`src/rtl/sse_defs.svh`:
```
// offsets, field positions, opcodes and reset values of the exec block
// assumes inclusion by bare name from every rtl file that needs them
`ifndef SSE_DEFS_SVH
`define SSE_DEFS_SVH

// wishbone byte addresses, one aligned word each
`define ADR_INSTR      8'h00
`define ADR_ACCUM      8'h04
`define ADR_STATUS     8'h08
`define ADR_CONFIG     8'h0C
`define ADR_WDOG       8'h10
`define ADR_PRESC      8'h14
`define ADR_DIR5       8'h18
`define ADR_DIR6       8'h1C
`define ADR_DIR7       8'h20
`define ADR_FILE_BIT   7

// status bits
`define ST_C           0
`define ST_DC          1
`define ST_Z           2
`define ST_PD          3
`define ST_TO          4

// config bits
`define CFG_PSA        0
`define CFG_WDEN       1

// instruction encodings
`define OP_SLEEP       12'h003
`define OP_SUB         6'h02
`define OP_SWAP        6'h0E
`define OP_DIR_HI      9'h000
`define DIR_FIRST      3'h5
`define DIR_MID        3'h6
`define DIR_LAST       3'h7
`define DEST_BIT       5

// reset and count values
`define DIR_RESET      8'hFF
`define BYTE_ZERO      8'h00
`define BYTE_FULL      8'hFF
`define BYTE_ONE       8'h01

`endif

```
`src/rtl/sse_pkg.sv`:
```
// types shared by the exec block and its file register store
// assumes nothing beyond a systemverilog compiler
package sse_pkg;

    typedef enum logic [1:0] {
        MODE_RUN   = 2'b00,
        MODE_SLEEP = 2'b01
    } mode_t;

    typedef enum logic [2:0] {
        OPK_NONE  = 3'b000,
        OPK_SLEEP = 3'b001,
        OPK_SUB   = 3'b010,
        OPK_SWAP  = 3'b011,
        OPK_DIR   = 3'b100
    } op_kind_t;

    typedef struct packed {
        mode_t       mode;
        logic [7:0]  accum;
        logic        c;
        logic        dc;
        logic        z;
        logic        pd;
        logic        to;
        logic        psa;
        logic        wden;
        logic [7:0]  wdog;
        logic [7:0]  presc;
        logic [7:0]  dir5;
        logic [7:0]  dir6;
        logic [7:0]  dir7;
        logic        ack;
        logic [31:0] rdata;
    } exec_state_t;

    typedef struct packed {
        logic [31:0][7:0] mem;
    } file_state_t;

endpackage

```
`src/rtl/standby_subtract_swap_exec.sv`:
```
// standby, subtract, nibble exchange and direction load execution with a wishbone slave
// assumes a classic wishbone master on i_clk; instructions arrive as bus writes
//
// Notes on behaviour
// - standby opcode is one fixed twelve-bit word, one cycle, no operands
// - standby sets expiry bit, clears nap-entered bit, other flags kept
// - standby zeroes watchdog count, and prescaler when assigned to watchdog
// - subtract is file minus accumulator; updates carry, half borrow, zero
// - subtract destination bit 0 to accumulator, 1 back to file register
// - nibble exchange swaps bits 3:0 and 7:4 of the file register
// - nibble exchange destination 0 to accumulator, 1 back to file register
// - direction load copies accumulator to direction register 5, 6 or 7
//
// The address map and the Wishbone interface to the registers were decided locally.
`include "sse_defs.svh"
module standby_subtract_swap_exec (
    // clock, reset, enable
    input  wire logic        i_clk,
    input  wire logic        i_reset,
    input  wire logic        i_ce,
    // wishbone slave
    input  wire logic        i_wb_cyc,
    input  wire logic        i_wb_stb,
    input  wire logic        i_wb_we,
    input  wire logic [7:0]  i_wb_adr,
    input  wire logic [31:0] i_wb_dat,
    input  wire logic [3:0]  i_wb_sel,
    output logic      [31:0] o_wb_dat,
    output logic             o_wb_ack,
    // wake-up request from outside the core
    input  wire logic        i_wake,
    // core side
    output logic             o_osc_run,
    output logic             o_fetch_halt,
    output logic      [7:0]  o_dir5,
    output logic      [7:0]  o_dir6,
    output logic      [7:0]  o_dir7
);
    import sse_pkg::*;

    exec_state_t st_ff;
    exec_state_t nxt_st;

    logic       bus_req;
    logic       bus_wr;
    logic       bus_rd;
    logic       instr_wr;
    op_kind_t   op_kind;
    logic       dest_file;
    logic [4:0] op_file;
    logic [7:0] file_rd_a;
    logic [7:0] file_rd_b;
    logic       file_we;
    logic [4:0] file_waddr;
    logic [7:0] file_wdata;
    logic [7:0] alu_diff;
    logic       alu_carry;
    logic       alu_half;
    logic       alu_zero;
    logic [7:0] alu_swapped;
    logic       wd_tick;
    logic       exec_any;

    function automatic op_kind_t decode_op(input logic [11:0] w);
        op_kind_t k;
        k = OPK_NONE;
        if (w == `OP_SLEEP) begin
            k = OPK_SLEEP;
        end else if (w[11:6] == `OP_SUB) begin
            k = OPK_SUB;
        end else if (w[11:6] == `OP_SWAP) begin
            k = OPK_SWAP;
        end else if (w[11:3] == `OP_DIR_HI && w[2:0] >= `DIR_FIRST) begin
            k = OPK_DIR;
        end
        return k;
    endfunction

    // one access per strobe: the registered ack blocks a second take
    assign bus_req   = i_wb_cyc && i_wb_stb && !st_ff.ack;
    assign bus_wr    = bus_req && i_wb_we;
    assign bus_rd    = bus_req && !i_wb_we;
    // no fetch while asleep, so an instruction write then is dropped
    assign instr_wr  = bus_wr && (i_wb_adr == `ADR_INSTR) && (i_wb_sel[1:0] == 2'b11)
                       && (st_ff.mode == MODE_RUN);
    assign op_kind   = instr_wr ? decode_op(i_wb_dat[11:0]) : OPK_NONE;
    assign op_file   = i_wb_dat[4:0];
    assign dest_file = i_wb_dat[`DEST_BIT];
    assign exec_any  = (op_kind != OPK_NONE);

    sse_alu u_alu (
        .i_file    (file_rd_a),
        .i_accum   (st_ff.accum),
        .o_diff    (alu_diff),
        .o_carry   (alu_carry),
        .o_half    (alu_half),
        .o_zero    (alu_zero),
        .o_swapped (alu_swapped)
    );

    always_comb begin
        file_we    = 1'b0;
        file_waddr = op_file;
        file_wdata = alu_diff;
        if ((op_kind == OPK_SUB) && dest_file) begin
            file_we = 1'b1;
        end else if ((op_kind == OPK_SWAP) && dest_file) begin
            file_we    = 1'b1;
            file_wdata = alu_swapped;
        end else if (bus_wr && i_wb_adr[`ADR_FILE_BIT] && i_wb_sel[0]) begin
            file_we    = 1'b1;
            file_waddr = i_wb_adr[6:2];
            file_wdata = i_wb_dat[7:0];
        end
    end

    sse_file_regs u_file (
        .i_clk     (i_clk),
        .i_reset   (i_reset),
        .i_ce      (i_ce),
        .i_we      (file_we),
        .i_waddr   (file_waddr),
        .i_wdata   (file_wdata),
        .i_raddr_a (op_file),
        .o_rdata_a (file_rd_a),
        .i_raddr_b (i_wb_adr[6:2]),
        .o_rdata_b (file_rd_b)
    );

    always_comb begin
        nxt_st     = st_ff;
        nxt_st.ack = bus_req;
        wd_tick    = st_ff.psa ? (st_ff.presc == `BYTE_FULL) : 1'b1;
        nxt_st.presc = st_ff.presc + `BYTE_ONE;
        // watchdog expiry clears the expiry bit and ends a nap
        if (st_ff.wden && wd_tick) begin
            if (st_ff.wdog == `BYTE_FULL) begin
                nxt_st.wdog = `BYTE_ZERO;
                nxt_st.to   = 1'b0;
                nxt_st.mode = MODE_RUN;
            end else begin
                nxt_st.wdog = st_ff.wdog + `BYTE_ONE;
            end
        end
        if ((st_ff.mode == MODE_SLEEP) && i_wake) begin
            nxt_st.mode = MODE_RUN;
        end
        unique case (op_kind)
            OPK_SLEEP: begin
                nxt_st.to   = 1'b1;
                nxt_st.pd   = 1'b0;
                nxt_st.wdog = `BYTE_ZERO;
                if (st_ff.psa) begin
                    nxt_st.presc = `BYTE_ZERO;
                end
                nxt_st.mode = MODE_SLEEP;
            end
            OPK_SUB: begin
                nxt_st.c  = alu_carry;
                nxt_st.dc = alu_half;
                nxt_st.z  = alu_zero;
                if (!dest_file) begin
                    nxt_st.accum = alu_diff;
                end
            end
            OPK_SWAP: begin
                if (!dest_file) begin
                    nxt_st.accum = alu_swapped;
                end
            end
            OPK_DIR: begin
                unique case (i_wb_dat[2:0])
                    `DIR_FIRST: nxt_st.dir5 = st_ff.accum;
                    `DIR_MID:   nxt_st.dir6 = st_ff.accum;
                    `DIR_LAST:  nxt_st.dir7 = st_ff.accum;
                    default:    nxt_st.dir5 = st_ff.dir5;
                endcase
            end
            OPK_NONE: begin
                nxt_st.mode = nxt_st.mode;
            end
        endcase
        if (bus_wr && i_wb_sel[0]) begin
            unique case (i_wb_adr)
                `ADR_ACCUM: nxt_st.accum = i_wb_dat[7:0];
                `ADR_STATUS: begin
                    nxt_st.c  = i_wb_dat[`ST_C];
                    nxt_st.dc = i_wb_dat[`ST_DC];
                    nxt_st.z  = i_wb_dat[`ST_Z];
                end
                `ADR_CONFIG: begin
                    nxt_st.psa  = i_wb_dat[`CFG_PSA];
                    nxt_st.wden = i_wb_dat[`CFG_WDEN];
                end
                default: nxt_st.rdata = st_ff.rdata;
            endcase
        end
        if (bus_rd) begin
            nxt_st.rdata = 32'h0000_0000;
            if (i_wb_adr[`ADR_FILE_BIT]) begin
                nxt_st.rdata = {24'h00_0000, file_rd_b};
            end else begin
                unique case (i_wb_adr)
                    `ADR_ACCUM:  nxt_st.rdata = {24'h00_0000, st_ff.accum};
                    `ADR_STATUS: nxt_st.rdata = {27'h000_0000, st_ff.to, st_ff.pd,
                                                 st_ff.z, st_ff.dc, st_ff.c};
                    `ADR_CONFIG: nxt_st.rdata = {30'h0000_0000, st_ff.wden, st_ff.psa};
                    `ADR_WDOG:   nxt_st.rdata = {24'h00_0000, st_ff.wdog};
                    `ADR_PRESC:  nxt_st.rdata = {24'h00_0000, st_ff.presc};
                    `ADR_DIR5:   nxt_st.rdata = {24'h00_0000, st_ff.dir5};
                    `ADR_DIR6:   nxt_st.rdata = {24'h00_0000, st_ff.dir6};
                    `ADR_DIR7:   nxt_st.rdata = {24'h00_0000, st_ff.dir7};
                    default:     nxt_st.rdata = 32'h0000_0000;
                endcase
            end
        end
    end

    always_ff @(posedge i_clk) begin
        if (i_reset) begin
            st_ff       <= '0;
            st_ff.mode  <= MODE_RUN;
            st_ff.pd    <= 1'b1;
            st_ff.to    <= 1'b1;
            st_ff.dir5  <= `DIR_RESET;
            st_ff.dir6  <= `DIR_RESET;
            st_ff.dir7  <= `DIR_RESET;
        end else if (i_ce) begin
            st_ff <= nxt_st;
        end
    end

    assign o_wb_dat     = st_ff.rdata;
    assign o_wb_ack     = st_ff.ack;
    assign o_osc_run    = (st_ff.mode == MODE_RUN);
    assign o_fetch_halt = (st_ff.mode == MODE_SLEEP);
    assign o_dir5       = st_ff.dir5;
    assign o_dir6       = st_ff.dir6;
    assign o_dir7       = st_ff.dir7;

    property p_sleep_flags;
        @(posedge i_clk) disable iff (i_reset)
        (op_kind == OPK_SLEEP) && i_ce |=> st_ff.to && !st_ff.pd && !o_osc_run
            && (st_ff.z == $past(st_ff.z)) && (st_ff.c == $past(st_ff.c));
    endproperty
    a_sleep_flags: assert property (p_sleep_flags) else $error("standby flags wrong");

    property p_sleep_wdog;
        @(posedge i_clk) disable iff (i_reset)
        (op_kind == OPK_SLEEP) && i_ce && st_ff.psa |=> (st_ff.wdog == 8'h00)
            && (st_ff.presc == 8'h00);
    endproperty
    a_sleep_wdog: assert property (p_sleep_wdog) else $error("watchdog not cleared");

    property p_halt;
        @(posedge i_clk) disable iff (i_reset)
        o_fetch_halt |-> !exec_any && !o_osc_run;
    endproperty
    a_halt: assert property (p_halt) else $error("instruction ran while asleep");

    property p_sub_acc;
        @(posedge i_clk) disable iff (i_reset)
        (op_kind == OPK_SUB) && !dest_file && i_ce |=>
            (st_ff.accum == ($past(file_rd_a) - $past(st_ff.accum)))
            && (st_ff.z == (st_ff.accum == 8'h00));
    endproperty
    a_sub_acc: assert property (p_sub_acc) else $error("subtract result wrong");

    property p_sub_flags;
        @(posedge i_clk) disable iff (i_reset)
        (op_kind == OPK_SUB) && i_ce |=> (st_ff.c == ($past(file_rd_a) >= $past(st_ff.accum)))
            && (st_ff.dc == ($past(file_rd_a[3:0]) >= $past(st_ff.accum[3:0])));
    endproperty
    a_sub_flags: assert property (p_sub_flags) else $error("subtract flags wrong");

    property p_sub_file;
        @(posedge i_clk) disable iff (i_reset)
        (op_kind == OPK_SUB) && dest_file |-> file_we && (file_waddr == i_wb_dat[4:0]);
    endproperty
    a_sub_file: assert property (p_sub_file) else $error("difference not sent to file");

    property p_swap_acc;
        @(posedge i_clk) disable iff (i_reset)
        (op_kind == OPK_SWAP) && !dest_file && i_ce |=>
            (st_ff.accum == {$past(file_rd_a[3:0]), $past(file_rd_a[7:4])});
    endproperty
    a_swap_acc: assert property (p_swap_acc) else $error("exchange result wrong");

    property p_swap_file;
        @(posedge i_clk) disable iff (i_reset)
        (op_kind == OPK_SWAP) && dest_file && i_ce |=>
            ($past(file_rd_a) == {file_rd_a[3:0], file_rd_a[7:4]}) && $stable(st_ff.accum);
    endproperty
    a_swap_file: assert property (p_swap_file) else $error("exchange write-back wrong");

    property p_dir_load;
        @(posedge i_clk) disable iff (i_reset)
        (op_kind == OPK_DIR) && (i_wb_dat[2:0] == 3'h6) && i_ce |=>
            (o_dir6 == $past(st_ff.accum)) && $stable(st_ff.c) && $stable(st_ff.z);
    endproperty
    a_dir_load: assert property (p_dir_load) else $error("direction load wrong");

    property p_ack;
        @(posedge i_clk) disable iff (i_reset)
        bus_req && i_ce |=> o_wb_ack;
    endproperty
    a_ack: assert property (p_ack) else $error("no ack after request");

    c_sleep_wake: cover property (@(posedge i_clk) o_fetch_halt ##1 o_osc_run);
    c_sub_zero:   cover property (@(posedge i_clk) (op_kind == OPK_SUB) && alu_zero);
    c_swap_file:  cover property (@(posedge i_clk) (op_kind == OPK_SWAP) && dest_file);
    c_dir_load:   cover property (@(posedge i_clk) (op_kind == OPK_DIR));

endmodule

```
`src/rtl/sse_alu.sv`:
```
// subtract and nibble exchange datapath of the exec block
// assumes operands stable for the whole cycle; purely combinational
`include "sse_defs.svh"
module sse_alu (
    // operands
    input  wire logic [7:0] i_file,
    input  wire logic [7:0] i_accum,
    // results
    output logic      [7:0] o_diff,
    output logic            o_carry,
    output logic            o_half,
    output logic            o_zero,
    output logic      [7:0] o_swapped
);
    import sse_pkg::*;

    logic [8:0] full_sum;
    logic [4:0] low_sum;

    // carry set means no borrow, as in an add of the complement
    always_comb begin
        full_sum  = {1'b0, i_file} + {1'b0, ~i_accum} + 9'h001;
        low_sum   = {1'b0, i_file[3:0]} + {1'b0, ~i_accum[3:0]} + 5'h01;
        o_diff    = full_sum[7:0];
        o_carry   = full_sum[8];
        o_half    = low_sum[4];
        o_zero    = (full_sum[7:0] == `BYTE_ZERO);
        o_swapped = {i_file[3:0], i_file[7:4]};
    end

endmodule

```
`src/rtl/sse_file_regs.sv`:
```
// thirty-two byte file register store, one write and two read ports
// assumes the caller never needs write-through on the same edge
module sse_file_regs (
    // clock and control
    input  wire logic       i_clk,
    input  wire logic       i_reset,
    input  wire logic       i_ce,
    // write port
    input  wire logic       i_we,
    input  wire logic [4:0] i_waddr,
    input  wire logic [7:0] i_wdata,
    // read ports
    input  wire logic [4:0] i_raddr_a,
    output logic      [7:0] o_rdata_a,
    input  wire logic [4:0] i_raddr_b,
    output logic      [7:0] o_rdata_b
);
    import sse_pkg::*;

    file_state_t st_ff;
    file_state_t nxt_st;

    always_comb begin
        nxt_st = st_ff;
        if (i_we) begin
            nxt_st.mem[i_waddr] = i_wdata;
        end
    end

    always_ff @(posedge i_clk) begin
        if (i_reset) begin
            st_ff <= '0;
        end else if (i_ce) begin
            st_ff <= nxt_st;
        end
    end

    assign o_rdata_a = st_ff.mem[i_raddr_a];
    assign o_rdata_b = st_ff.mem[i_raddr_b];

endmodule

```
`config.mk`:
```
export PLATFORM = sky130hd
export DESIGN_NAME = standby_subtract_swap_exec
export DESIGN_NICKNAME = d
export VERILOG_FILES = /design/src/rtl/sse_pkg.sv /design/src/rtl/standby_subtract_swap_exec.sv /design/src/rtl/sse_alu.sv /design/src/rtl/sse_file_regs.sv
export VERILOG_INCLUDE_DIRS = /design/src /design/src/rtl
export SDC_FILE = /design/constraint.sdc
export NUM_CORES = 1
export LEC_CHECK = 0
export BUFFER_PORTS_ARGS = -buffer_cell sky130_fd_sc_hd__buf_2
export CAP_MARGIN = 10
export CORE_ASPECT_RATIO = 1.25
export CORE_UTILIZATION = 40
export DETAILED_ROUTE_END_ITERATION = 8
export PLACE_DENSITY = 0.63
export SETUP_SLACK_MARGIN = 0.5
export SLEW_MARGIN = 5
export SYNTH_ARGS = -nofsm -noshare
export SYNTH_HDL_FRONTEND = slang
export SYNTH_SLANG_ARGS = --single-unit
```
`constraint.sdc`:
```
create_clock -name i_clk -period 7.3 [get_ports i_clk]
set_clock_uncertainty 0.1 [all_clocks]
set_input_delay 0 -clock i_clk [delete_from_list [all_inputs] [get_ports i_clk]]
set_output_delay 0 -clock i_clk [all_outputs]
set_load 0.02 [all_outputs]
```
Word-level counts from Yosys, hierarchy flattened --
Index checks and enable logic that the tools add are counted.
Storage, ports and cells: bits in registers 346, output and inout bits 59, logic and storage cells 161
Operators by class: add/sub/neg operators 6, bitwise operators 2, reduce and logical (&&, ||, !) cells 36, order comparisons 5, multiplexer cells 42, equal/unequal tests 22
Operators with widths (count):
- bitwise mux 256 bit | 1
- two-way mux 8 bit | 13
- binary-select mux 8 bit (select 5 bit) | 2
- one-hot mux 8 bit (8 select lines) | 1
- demux 8 bit (select 5 bit) | 1
- equality test 8 x 5 -> 1 bit (second input constant) | 4
- two-way mux 3 bit | 7
- < comparator 5 x 6 -> 1 bit (second input constant) | 3
- AND reduction 3 bit | 6
- adder 8 x 1 -> 8 bit (second input constant) | 2
- equality test 8 x 4 -> 1 bit (second input constant) | 2
- equality test 8 bit (second input constant) | 2
- logical AND 1 bit | 16
- zero test 8 bit | 2
- two-way mux 16 bit | 1
- one-hot mux 8 bit (2 select lines) | 1
- two-way mux 5 bit | 3
- equality test 12 x 2 -> 1 bit (second input constant) | 1
- equality test 3 bit (second input constant) | 4
- two-way mux 11 bit | 1
- adder 8 x 8 -> 9 bit | 1
- adder 9 x 1 -> 9 bit (second input constant) | 1
- zero test 9 bit | 1
- equality test 8 x 3 -> 1 bit (second input constant) | 1
- other kinds (20) | 36

Logic depth before layout (Yosys ltp) --
Gate-level depths: netlist of run 1.
depth in word-level cells 16, mapped depth 16, gate-level depth less buffers 13

By module --
Synthesis of run 1 repeated with hierarchy kept, for this count alone.
Second synthesis, totals: cells, all modules 1998, area, all modules 18621.6 um^2
Modules (own cells, without submodules):
- sse_file_regs | cells each 1426, sequential area each 5124.9 um^2, instances 1, area an instance 13797.0 um^2
- standby_subtract_swap_exec | cells each 514, sequential area each 1301.2 um^2, instances 1, area an instance 4370.4 um^2
- sse_alu | cells each 58, sequential area each 0.0 um^2, instances 1, area an instance 454.2 um^2

Worst setup path after synthesis of run 1 --
OpenSTA, ideal clock, no wires.
path kind input-to-reg, from input port i_wb_dat[1], to register u_file.st_ff[109] (netlist bit), data arrival time 3.284 ns, stages 14, path buffers 5, required time 7.125 ns, slack 3.841 ns, cells stage by stage buf_2 buf_4 buf_2 buf_2 mux2i_1 o311ai_0 ha_1 nand2b_1 a21oi_1 or4b_2 nand3_1 a22oi_1 clkbuf_1 a31oi_1
Between the ends: word-level cells in the longest chain between the ends 16, elaborated cells between the ends (all ways) 31, those cells by class add/sub (2); order compare (3); eq/ne (3); mux (18); reduce/logical (5)
Ends and longest elaborated chain:
- start: declaration | line standby_subtract_swap_exec.sv:26 | input wire logic [31:0] i_wb_dat,
- greater-or-equal comparator 3 bit (no line)
- logical AND 1 bit (no line)
- two-way mux 3 bit | line standby_subtract_swap_exec.sv:73 | end else if (w[11:3] == `OP_DIR_HI && w[2:0] >= `DIR_FIRST) begin
- two-way mux 3 bit | line standby_subtract_swap_exec.sv:71 | end else if (w[11:6] == `OP_SWAP) begin
- two-way mux 3 bit | line standby_subtract_swap_exec.sv:69 | end else if (w[11:6] == `OP_SUB) begin
- two-way mux 3 bit | line standby_subtract_swap_exec.sv:67 | if (w == `OP_SLEEP) begin
- two-way mux 3 bit | line standby_subtract_swap_exec.sv:86 | assign op_kind = instr_wr ? decode_op(i_wb_dat[11:0]) : OPK_NONE;
- equality test 3 x 2 -> 1 bit | line standby_subtract_swap_exec.sv:107 | end else if ((op_kind == OPK_SWAP) && dest_file) begin
- logical AND 1 bit | line standby_subtract_swap_exec.sv:107
- two-way mux 5 bit | line standby_subtract_swap_exec.sv:107
- two-way mux 5 bit | line standby_subtract_swap_exec.sv:105 | if ((op_kind == OPK_SUB) && dest_file) begin
- < comparator 5 x 6 -> 1 bit (not written as such) or greater-or-equal comparator 5 x 1 -> 1 bit (tied branches) | line sse_file_regs.sv:26 | nxt_st.mem[i_waddr] = i_wdata;
- logical AND 1 bit (not written as such) | line sse_file_regs.sv:26
- two-way mux 8 bit (not written as such) | line sse_file_regs.sv:26
- demux 8 bit (select 5 bit)
- bitwise mux 256 bit | line sse_file_regs.sv:26
- end signal: assignment | line sse_file_regs.sv:34 | st_ff <= nxt_st;
- end: declaration | line sse_file_regs.sv:20 | file_state_t st_ff;
Several ways; a longest one is shown, not always the timed one. The select of a mux whose other input is x is not followed. A chain may end at the register's enable or synchronous reset.

Worst setup path in the final report of run 1 --
from input port i_wb_dat[0], to register u_file.st_ff[159] (netlist bit)
Same word-level chain as after synthesis.

==> impl_metrics.env, run 1 <==
export IMPL_synth_top_flop_cell="dfxtp_1"
export IMPL_yosysMostFrequentCell="dfxtp_1"
export IMPL_slew_viol_final=0
export IMPL_synth_area_leaders="dfxtp_1 (36%), mux4_2 (18%), a211oi_1 (6.9%), nor2_1 (4.8%), a31oi_1 (3.6%)"
export IMPL_avgViaCountPerCell=6.40
export IMPL_hold_viol_final=0
export IMPL_period_share=0.618
export IMPL_setup_violations=0
export IMPL_relSlewSlack=0.168
export IMPL_fin_nets=1830
export IMPL_cp_arrival_ns=4.79
export IMPL_overflow=0
export IMPL_tightest_slew_ns=1.24
export IMPL_cts_tree="done"
export IMPL_ys_async_sr_fraction=0
export IMPL_io_buffers=63
export IMPL_finalCriticalPeriod_ns=4.51
export IMPL_clockBufferDepth=3
export IMPL_syn_avg_cell_area_um2=9.77
export IMPL_drive_above_1_share=0.204
export IMPL_yosysUniqueCellTypes=77
export IMPL_antenna_found_initial=1
export IMPL_yosys_warnings=0
export IMPL_cp_max_fo=45
export IMPL_grt_pass1_vias=14400
export IMPL_clkLatencyLatePin_ns=0.56
export IMPL_drtIter0Drc=1718
export IMPL_filler_cell_count=4082
export IMPL_synth_top_area_frac=0.364
export IMPL_wl_um=59400
export IMPL_grt_max_degree=113
export IMPL_synth_seq_area_share=0.364
export IMPL_grt_pass1_wl_um=89900
export IMPL_wl_per_cell_um=25.2
export IMPL_groute_usage_overall=0.263
export IMPL_min_delay_path_class="in -> reg"
export IMPL_critPathKind="in -> reg"
export IMPL_htree_num_levels=2
export IMPL_rsz0062_at_grt="no"
export IMPL_ant_nets=0
export IMPL_synth_cells=1807
export IMPL_post_route_drc_count=0
export IMPL_cts_buffers=36
export IMPL_worst_setup_path_end_kind="register"
export IMPL_drv_cap=0
export IMPL_fmax_mhz=222
export IMPL_setup_tns_ns=0
export IMPL_path_clk_slew_ns=0.06
export IMPL_die_w_um=190
export IMPL_worstPathRequired_ns=7.58
export IMPL_area_growth_pct=10.0
export IMPL_powerDensity_nw_per_um2=209
export IMPL_die_area_um2=45000
export IMPL_p_leak_uw=0.00629
export IMPL_synth_top_cell_by_area="dfxtp_1"
export IMPL_dr_pass1_iters=6
export IMPL_vias=15100
export IMPL_status="completed"
export IMPL_coreArea_um2=43300
export IMPL_layoutNonFillerInstCount=2356
export IMPL_crit_path_start_kind="primary input"
export IMPL_diodes=0
export IMPL_cts_sinks=321
export IMPL_start_util=0.408
export IMPL_routabilityCongestion=0.944
export IMPL_cts_root_buf="clkbuf_16"
export IMPL_syn_cell_area_um2=17600
export IMPL_dp_cells=2275
export IMPL_die_h_um=237
export IMPL_io_pins=110
export IMPL_synth_common_cells="dfxtp_1 (321), nor2_1 (228), a211oi_1 (163)"
export IMPL_postCtsSetupBuffers=0
export IMPL_place_hpwl_um=40600
export IMPL_synth_edf_count=0
export IMPL_ir_drop_v=0.000164
export IMPL_ys_ff_latch=321
export IMPL_row_count=85
[cell families (layout without fill, tap and decap cells)]
group                    count (synthesis)  count (layout)  synth area share
AO/OA/AOI/OAI                          516             516             0.194
XOR/XNOR                                17              17           0.00844
multiplexers                           202             202             0.213
other                                    1              24          0.000212
adder cells (fa/ha/maj)                 14              14            0.0104
flip-flops                             321             321             0.364
buffers and inverters                  243             204            0.0688
AND/OR/NAND/NOR                        493             493             0.140
[layer usage]
| layer | global-route usage | share of wire | vias to the layer above |
|---|---|---|---|
| met4 | 0.184 | 0.073 | 2 |
| met2 | 0.429 | 0.48 | 801 |
| met5 | 0 | 0.00020 | - |
| met1 | 0.317 | 0.38 | 7310 |
| met3 | 0.0376 | 0.071 | 188 |
| li1 | - | - | 6786 |
[cells in the final DEF (no fill, tap or decap), types with 13 or more instances in the layout]
| cell type | instances |
|---|---|
| dlygate4sd3_1 | 17 |
| nor2_1 | 228 |
| buf_4 | 42 |
| o21ai_0 | 123 |
| nand2_1 | 83 |
| nor3_2 | 17 |
| dfxtp_1 | 321 |
| mux4_2 | 138 |
| a21oi_1 | 34 |
| a211oi_1 | 163 |
| ha_1 | 13 |
| o22ai_1 | 17 |
| clkbuf_16 | 37 |
| mux2i_1 | 51 |
| a221oi_1 | 17 |
| buf_2 | 59 |
| nor4_1 | 14 |
| nor3_1 | 30 |
| nand3_1 | 33 |
| conb_1 | 24 |
| inv_1 | 16 |
| mux2_2 | 13 |
| a31oi_1 | 101 |
[worst paths after layout]
kind	start	endpoint	slack (ns)	cells past startpoint
hold reg to reg	st_ff[76]	st_ff[76]	0.36	2
hold / removal	i_wb_dat[8]	st_ff[81]	0.008	5
setup reg to reg	u_file.st_ff[157]	u_file.st_ff[159]	3.06	10
setup / recovery	i_wb_dat[0]	u_file.st_ff[159]	2.79	12
[final cells by class]
class	instances	area [µm²]	area share
clock inverter	16	184	0.00947
clock buffer	48	1030	0.0529
inverter	20	75.1	0.00387
multi-input combinational	1266	10200	0.525
timing repair buffer	120	812	0.0418
tap	565	707	0.0364
sequential	321	6430	0.331
[per-stage QoR]
step	hold slack [ns]	setup WS (ns)	cell area, µm²	util	power [µW]
floorplan	0.106	3.84	17700	-	2100
global placement	0.227	2.38	18000	0.417	2220
detailed placement	0.220	2.32	18000	0.417	2220
CTS	0.00360	2.87	19400	0.449	4070
global route	0.0512	2.49	19400	0.449	4160
finish	0.00755	2.79	19400	0.449	4060
[what timing repair did]
| item | CTS | global route |
|---|---|---|
| hold buffers | 17 | 0 |
| endpoints found under the setup margin | 0 | 0 |
| endpoints found under the hold margin | 94 | 0 |
| gates resized for setup | 0 | 0 |
[registers in the layout, summed over array words and instances, names as in the netlist]
register / count
u_file.st_ff: 256
o_dir7: 8
o_dir5: 8
o_wb_dat: 8
st_ff: 32
o_dir6: 8
o_wb_ack: 1
[critical path: stages]
cell     delay (ns)
buf_4          0.64
buf_4          0.42
mux4_2         0.54
o21ai_0        0.65
nand3_1        0.47
ha_1           0.42
or4_1          0.52
o22ai_1        0.20
xnor2_1        0.18
a22oi_2        0.19
buf_4          0.39
a31oi_1        0.14
[report_power, final]
part           total [µW]  internal, µW  switching [µW]
Clock                1860          1070             787
Combinational         444           121             323
Sequential           1760          1750            2.89
(Power assumes the default switching activity.)
==> run 2: changes to the inputs <==
Clock period 7.3 ns to 4.6 ns, I/O delays scaled along.
==> run 2 against run 1 <==
Net effect:
- clock power grew 50%
- die area unchanged
- flip-flop and latch count stayed put
- hold slack improved by 0.040 ns
- routed wire length down 0.29%
- combinational power increased by 72%
- critical endpoint is now u_file.st_ff[45]
- largest cell class unchanged
- largest power group is now registers
==> impl_metrics.env, run 2 (synthesized netlist as in run 1, its figures left out) <==
export IMPL_largest_register="u_file.st_ff"
export IMPL_setup_tns_ns=0
export IMPL_tightest_slew_ns=1.27
export IMPL_finalCriticalPeriod_ns=3.89
export IMPL_setup_violations=0
export IMPL_overflow=0
export IMPL_wl_um=59200
export IMPL_cts_sinks=321
export IMPL_row_count=85
export IMPL_place_hpwl_um=41900
export IMPL_die_area_um2=45000
export IMPL_post_route_drc_count=0
export IMPL_io_buffers=63
export IMPL_min_delay_path_class="in -> reg"
export IMPL_critPathKind="in -> reg"
export IMPL_setup_ws_ns=0.706
export IMPL_min_delay_start="i_wb_dat[11]"
export IMPL_p_leak_uw=0.00645
export IMPL_critPathLaunch="i_wb_dat[3]"
export IMPL_start_util=0.408
export IMPL_largest_reg_flops=256
export IMPL_die_h_um=237
export IMPL_fmax_mhz=257
export IMPL_io_pins=110
export IMPL_rsz0062_at_grt="no"
export IMPL_mostFrequentLayoutCells="dfxtp_1 (321), nor2_1 (228), a211oi_1 (163)"
export IMPL_grt_pass1_wl_um=89700
export IMPL_vias=15200
export IMPL_fin_nets=1864
export IMPL_dr_pass1_iters=6
export IMPL_drv_cap=0
export IMPL_cts_root_buf="clkbuf_16"
export IMPL_cp_max_fo=24
export IMPL_path_clk_slew_ns=0.06
export IMPL_top_regs="u_file.st_ff x256, st_ff x32"
export IMPL_avgViaCountPerCell=6.37
export IMPL_period_share=0.847
export IMPL_coreArea_um2=43300
export IMPL_cts_buffers=36
export IMPL_grt_pass1_vias=14600
export IMPL_reg2reg_from="u_file.st_ff[214]"
export IMPL_drtIter0Drc=1569
export IMPL_dp_worst_setup_slack_ns=0.475
export IMPL_final_common_cell="dfxtp_1"
export IMPL_clkLatencyLatePin_ns=0.55
export IMPL_worstPathRequired_ns=4.94
export IMPL_slew_viol_final=0
export IMPL_routabilityCongestion=0.971
export IMPL_diodes=0
export IMPL_powerDensity_nw_per_um2=323
export IMPL_antenna_found_initial=1
export IMPL_hold_viol_final=0
export IMPL_die_w_um=190
export IMPL_cts_tree="done"
export IMPL_area_growth_pct=11.4
export IMPL_clockBufferDepth=3
export IMPL_wl_per_cell_um=24.8
export IMPL_worst_setup_path_end_kind="register"
export IMPL_relSlewSlack=0.152
export IMPL_drive_above_1_share=0.215
export IMPL_crit_path_start_kind="primary input"
export IMPL_grt_max_degree=96
export IMPL_ant_nets=0
export IMPL_status="completed"
export IMPL_htree_num_levels=2
export IMPL_ir_drop_v=0.000246
export IMPL_postCtsSetupBuffers=0
export IMPL_cp_arrival_ns=4.23
export IMPL_groute_usage_overall=0.262
-- run 2: cell count changes in the layout (fill, tap and decap cells not counted), sizes merged --
cell | before | now
buf | 103 | 135
bufinv | 2 | 1
clkbuf | 48 | 51
inv | 19 | 20
dlygate4sd3 | 17 | 19
clkinv | 14 | 11
-- run 2: routing by layer --
layer | up-vias | track usage | part of all wire
met5 | - | 0 | 0.00019
met3 | 202 | 0.0390 | 0.073
met4 | 2 | 0.182 | 0.075
met2 | 816 | 0.433 | 0.48
met1 | 7396 | 0.311 | 0.38
li1 | 6818 | - | -
-- run 2: cell type report --
| class | instances | area, µm² |
|---|---|---|
| Clock buffer | 51 | 1020 |
| Tap cell | 565 | 707 |
| Fill cell | 4034 | 23600 |
| Sequential cell | 321 | 6430 |
| Multi-Input combinational cell | 1266 | 10200 |
| Timing Repair Buffer | 154 | 1160 |
| Inverter | 20 | 75.1 |
| Clock inverter | 13 | 100 |
-- run 2: metrics by stage --
step | total power (µW) | hold WS [ns] | cell area (µm²) | util | std cells
2_1_floorplan | 3330 | 0.106 | 17700 | - | 1830
3_3_place_gp | 3580 | 0.239 | 18400 | 0.424 | 2307
3_5_place_dp | 3590 | 0.242 | 18400 | 0.424 | 2307
4_1_cts | 6360 | 0.0337 | 19700 | 0.454 | 2390
5_1_grt | 6530 | 0.0949 | 19700 | 0.454 | 2390
6_report | 6350 | 0.0471 | 19700 | 0.454 | 2390
-- run 2: worst max-delay path: stages --
cell and delay, ns:
dlygate4sd3_1 0.52, buf_2 0.35, inv_1 0.26, nand3_1 0.20, o22ai_1 0.14, nor4_1 0.49, buf_4 0.25, ha_1 0.28
o21ai_0 0.20, a21oi_1 0.09, or4b_2 0.62, nand3_1 0.17, a22oi_2 0.18, buf_12 0.24, a31oi_1 0.19
-- run 2: what timing repair did --
item | CTS | global route
hold buffers | 19 | 0
hold endpoints to repair | 109 | 0
gates resized for setup | 0 | 0
-- run 2: path summary, 6_finish.rpt --
kind | slack, ns | cells after the start | endpoint
setup reg to reg | 0.81 | 10 | u_file.st_ff[55]
hold / removal | 0.05 | 6 | st_ff[79]
hold reg to reg | 0.35 | 2 | st_ff[76]
setup / recovery | 0.71 | 15 | u_file.st_ff[45]
-- run 2: report_power, final --
group	switching (µW)	leakage, µW	total (µW)	internal, µW
clock network	1190	0.000555	2790	1600
logic	527	0.00331	765	238
registers	4.53	0.00259	2790	2790
total	1720	0.00645	6350	4630
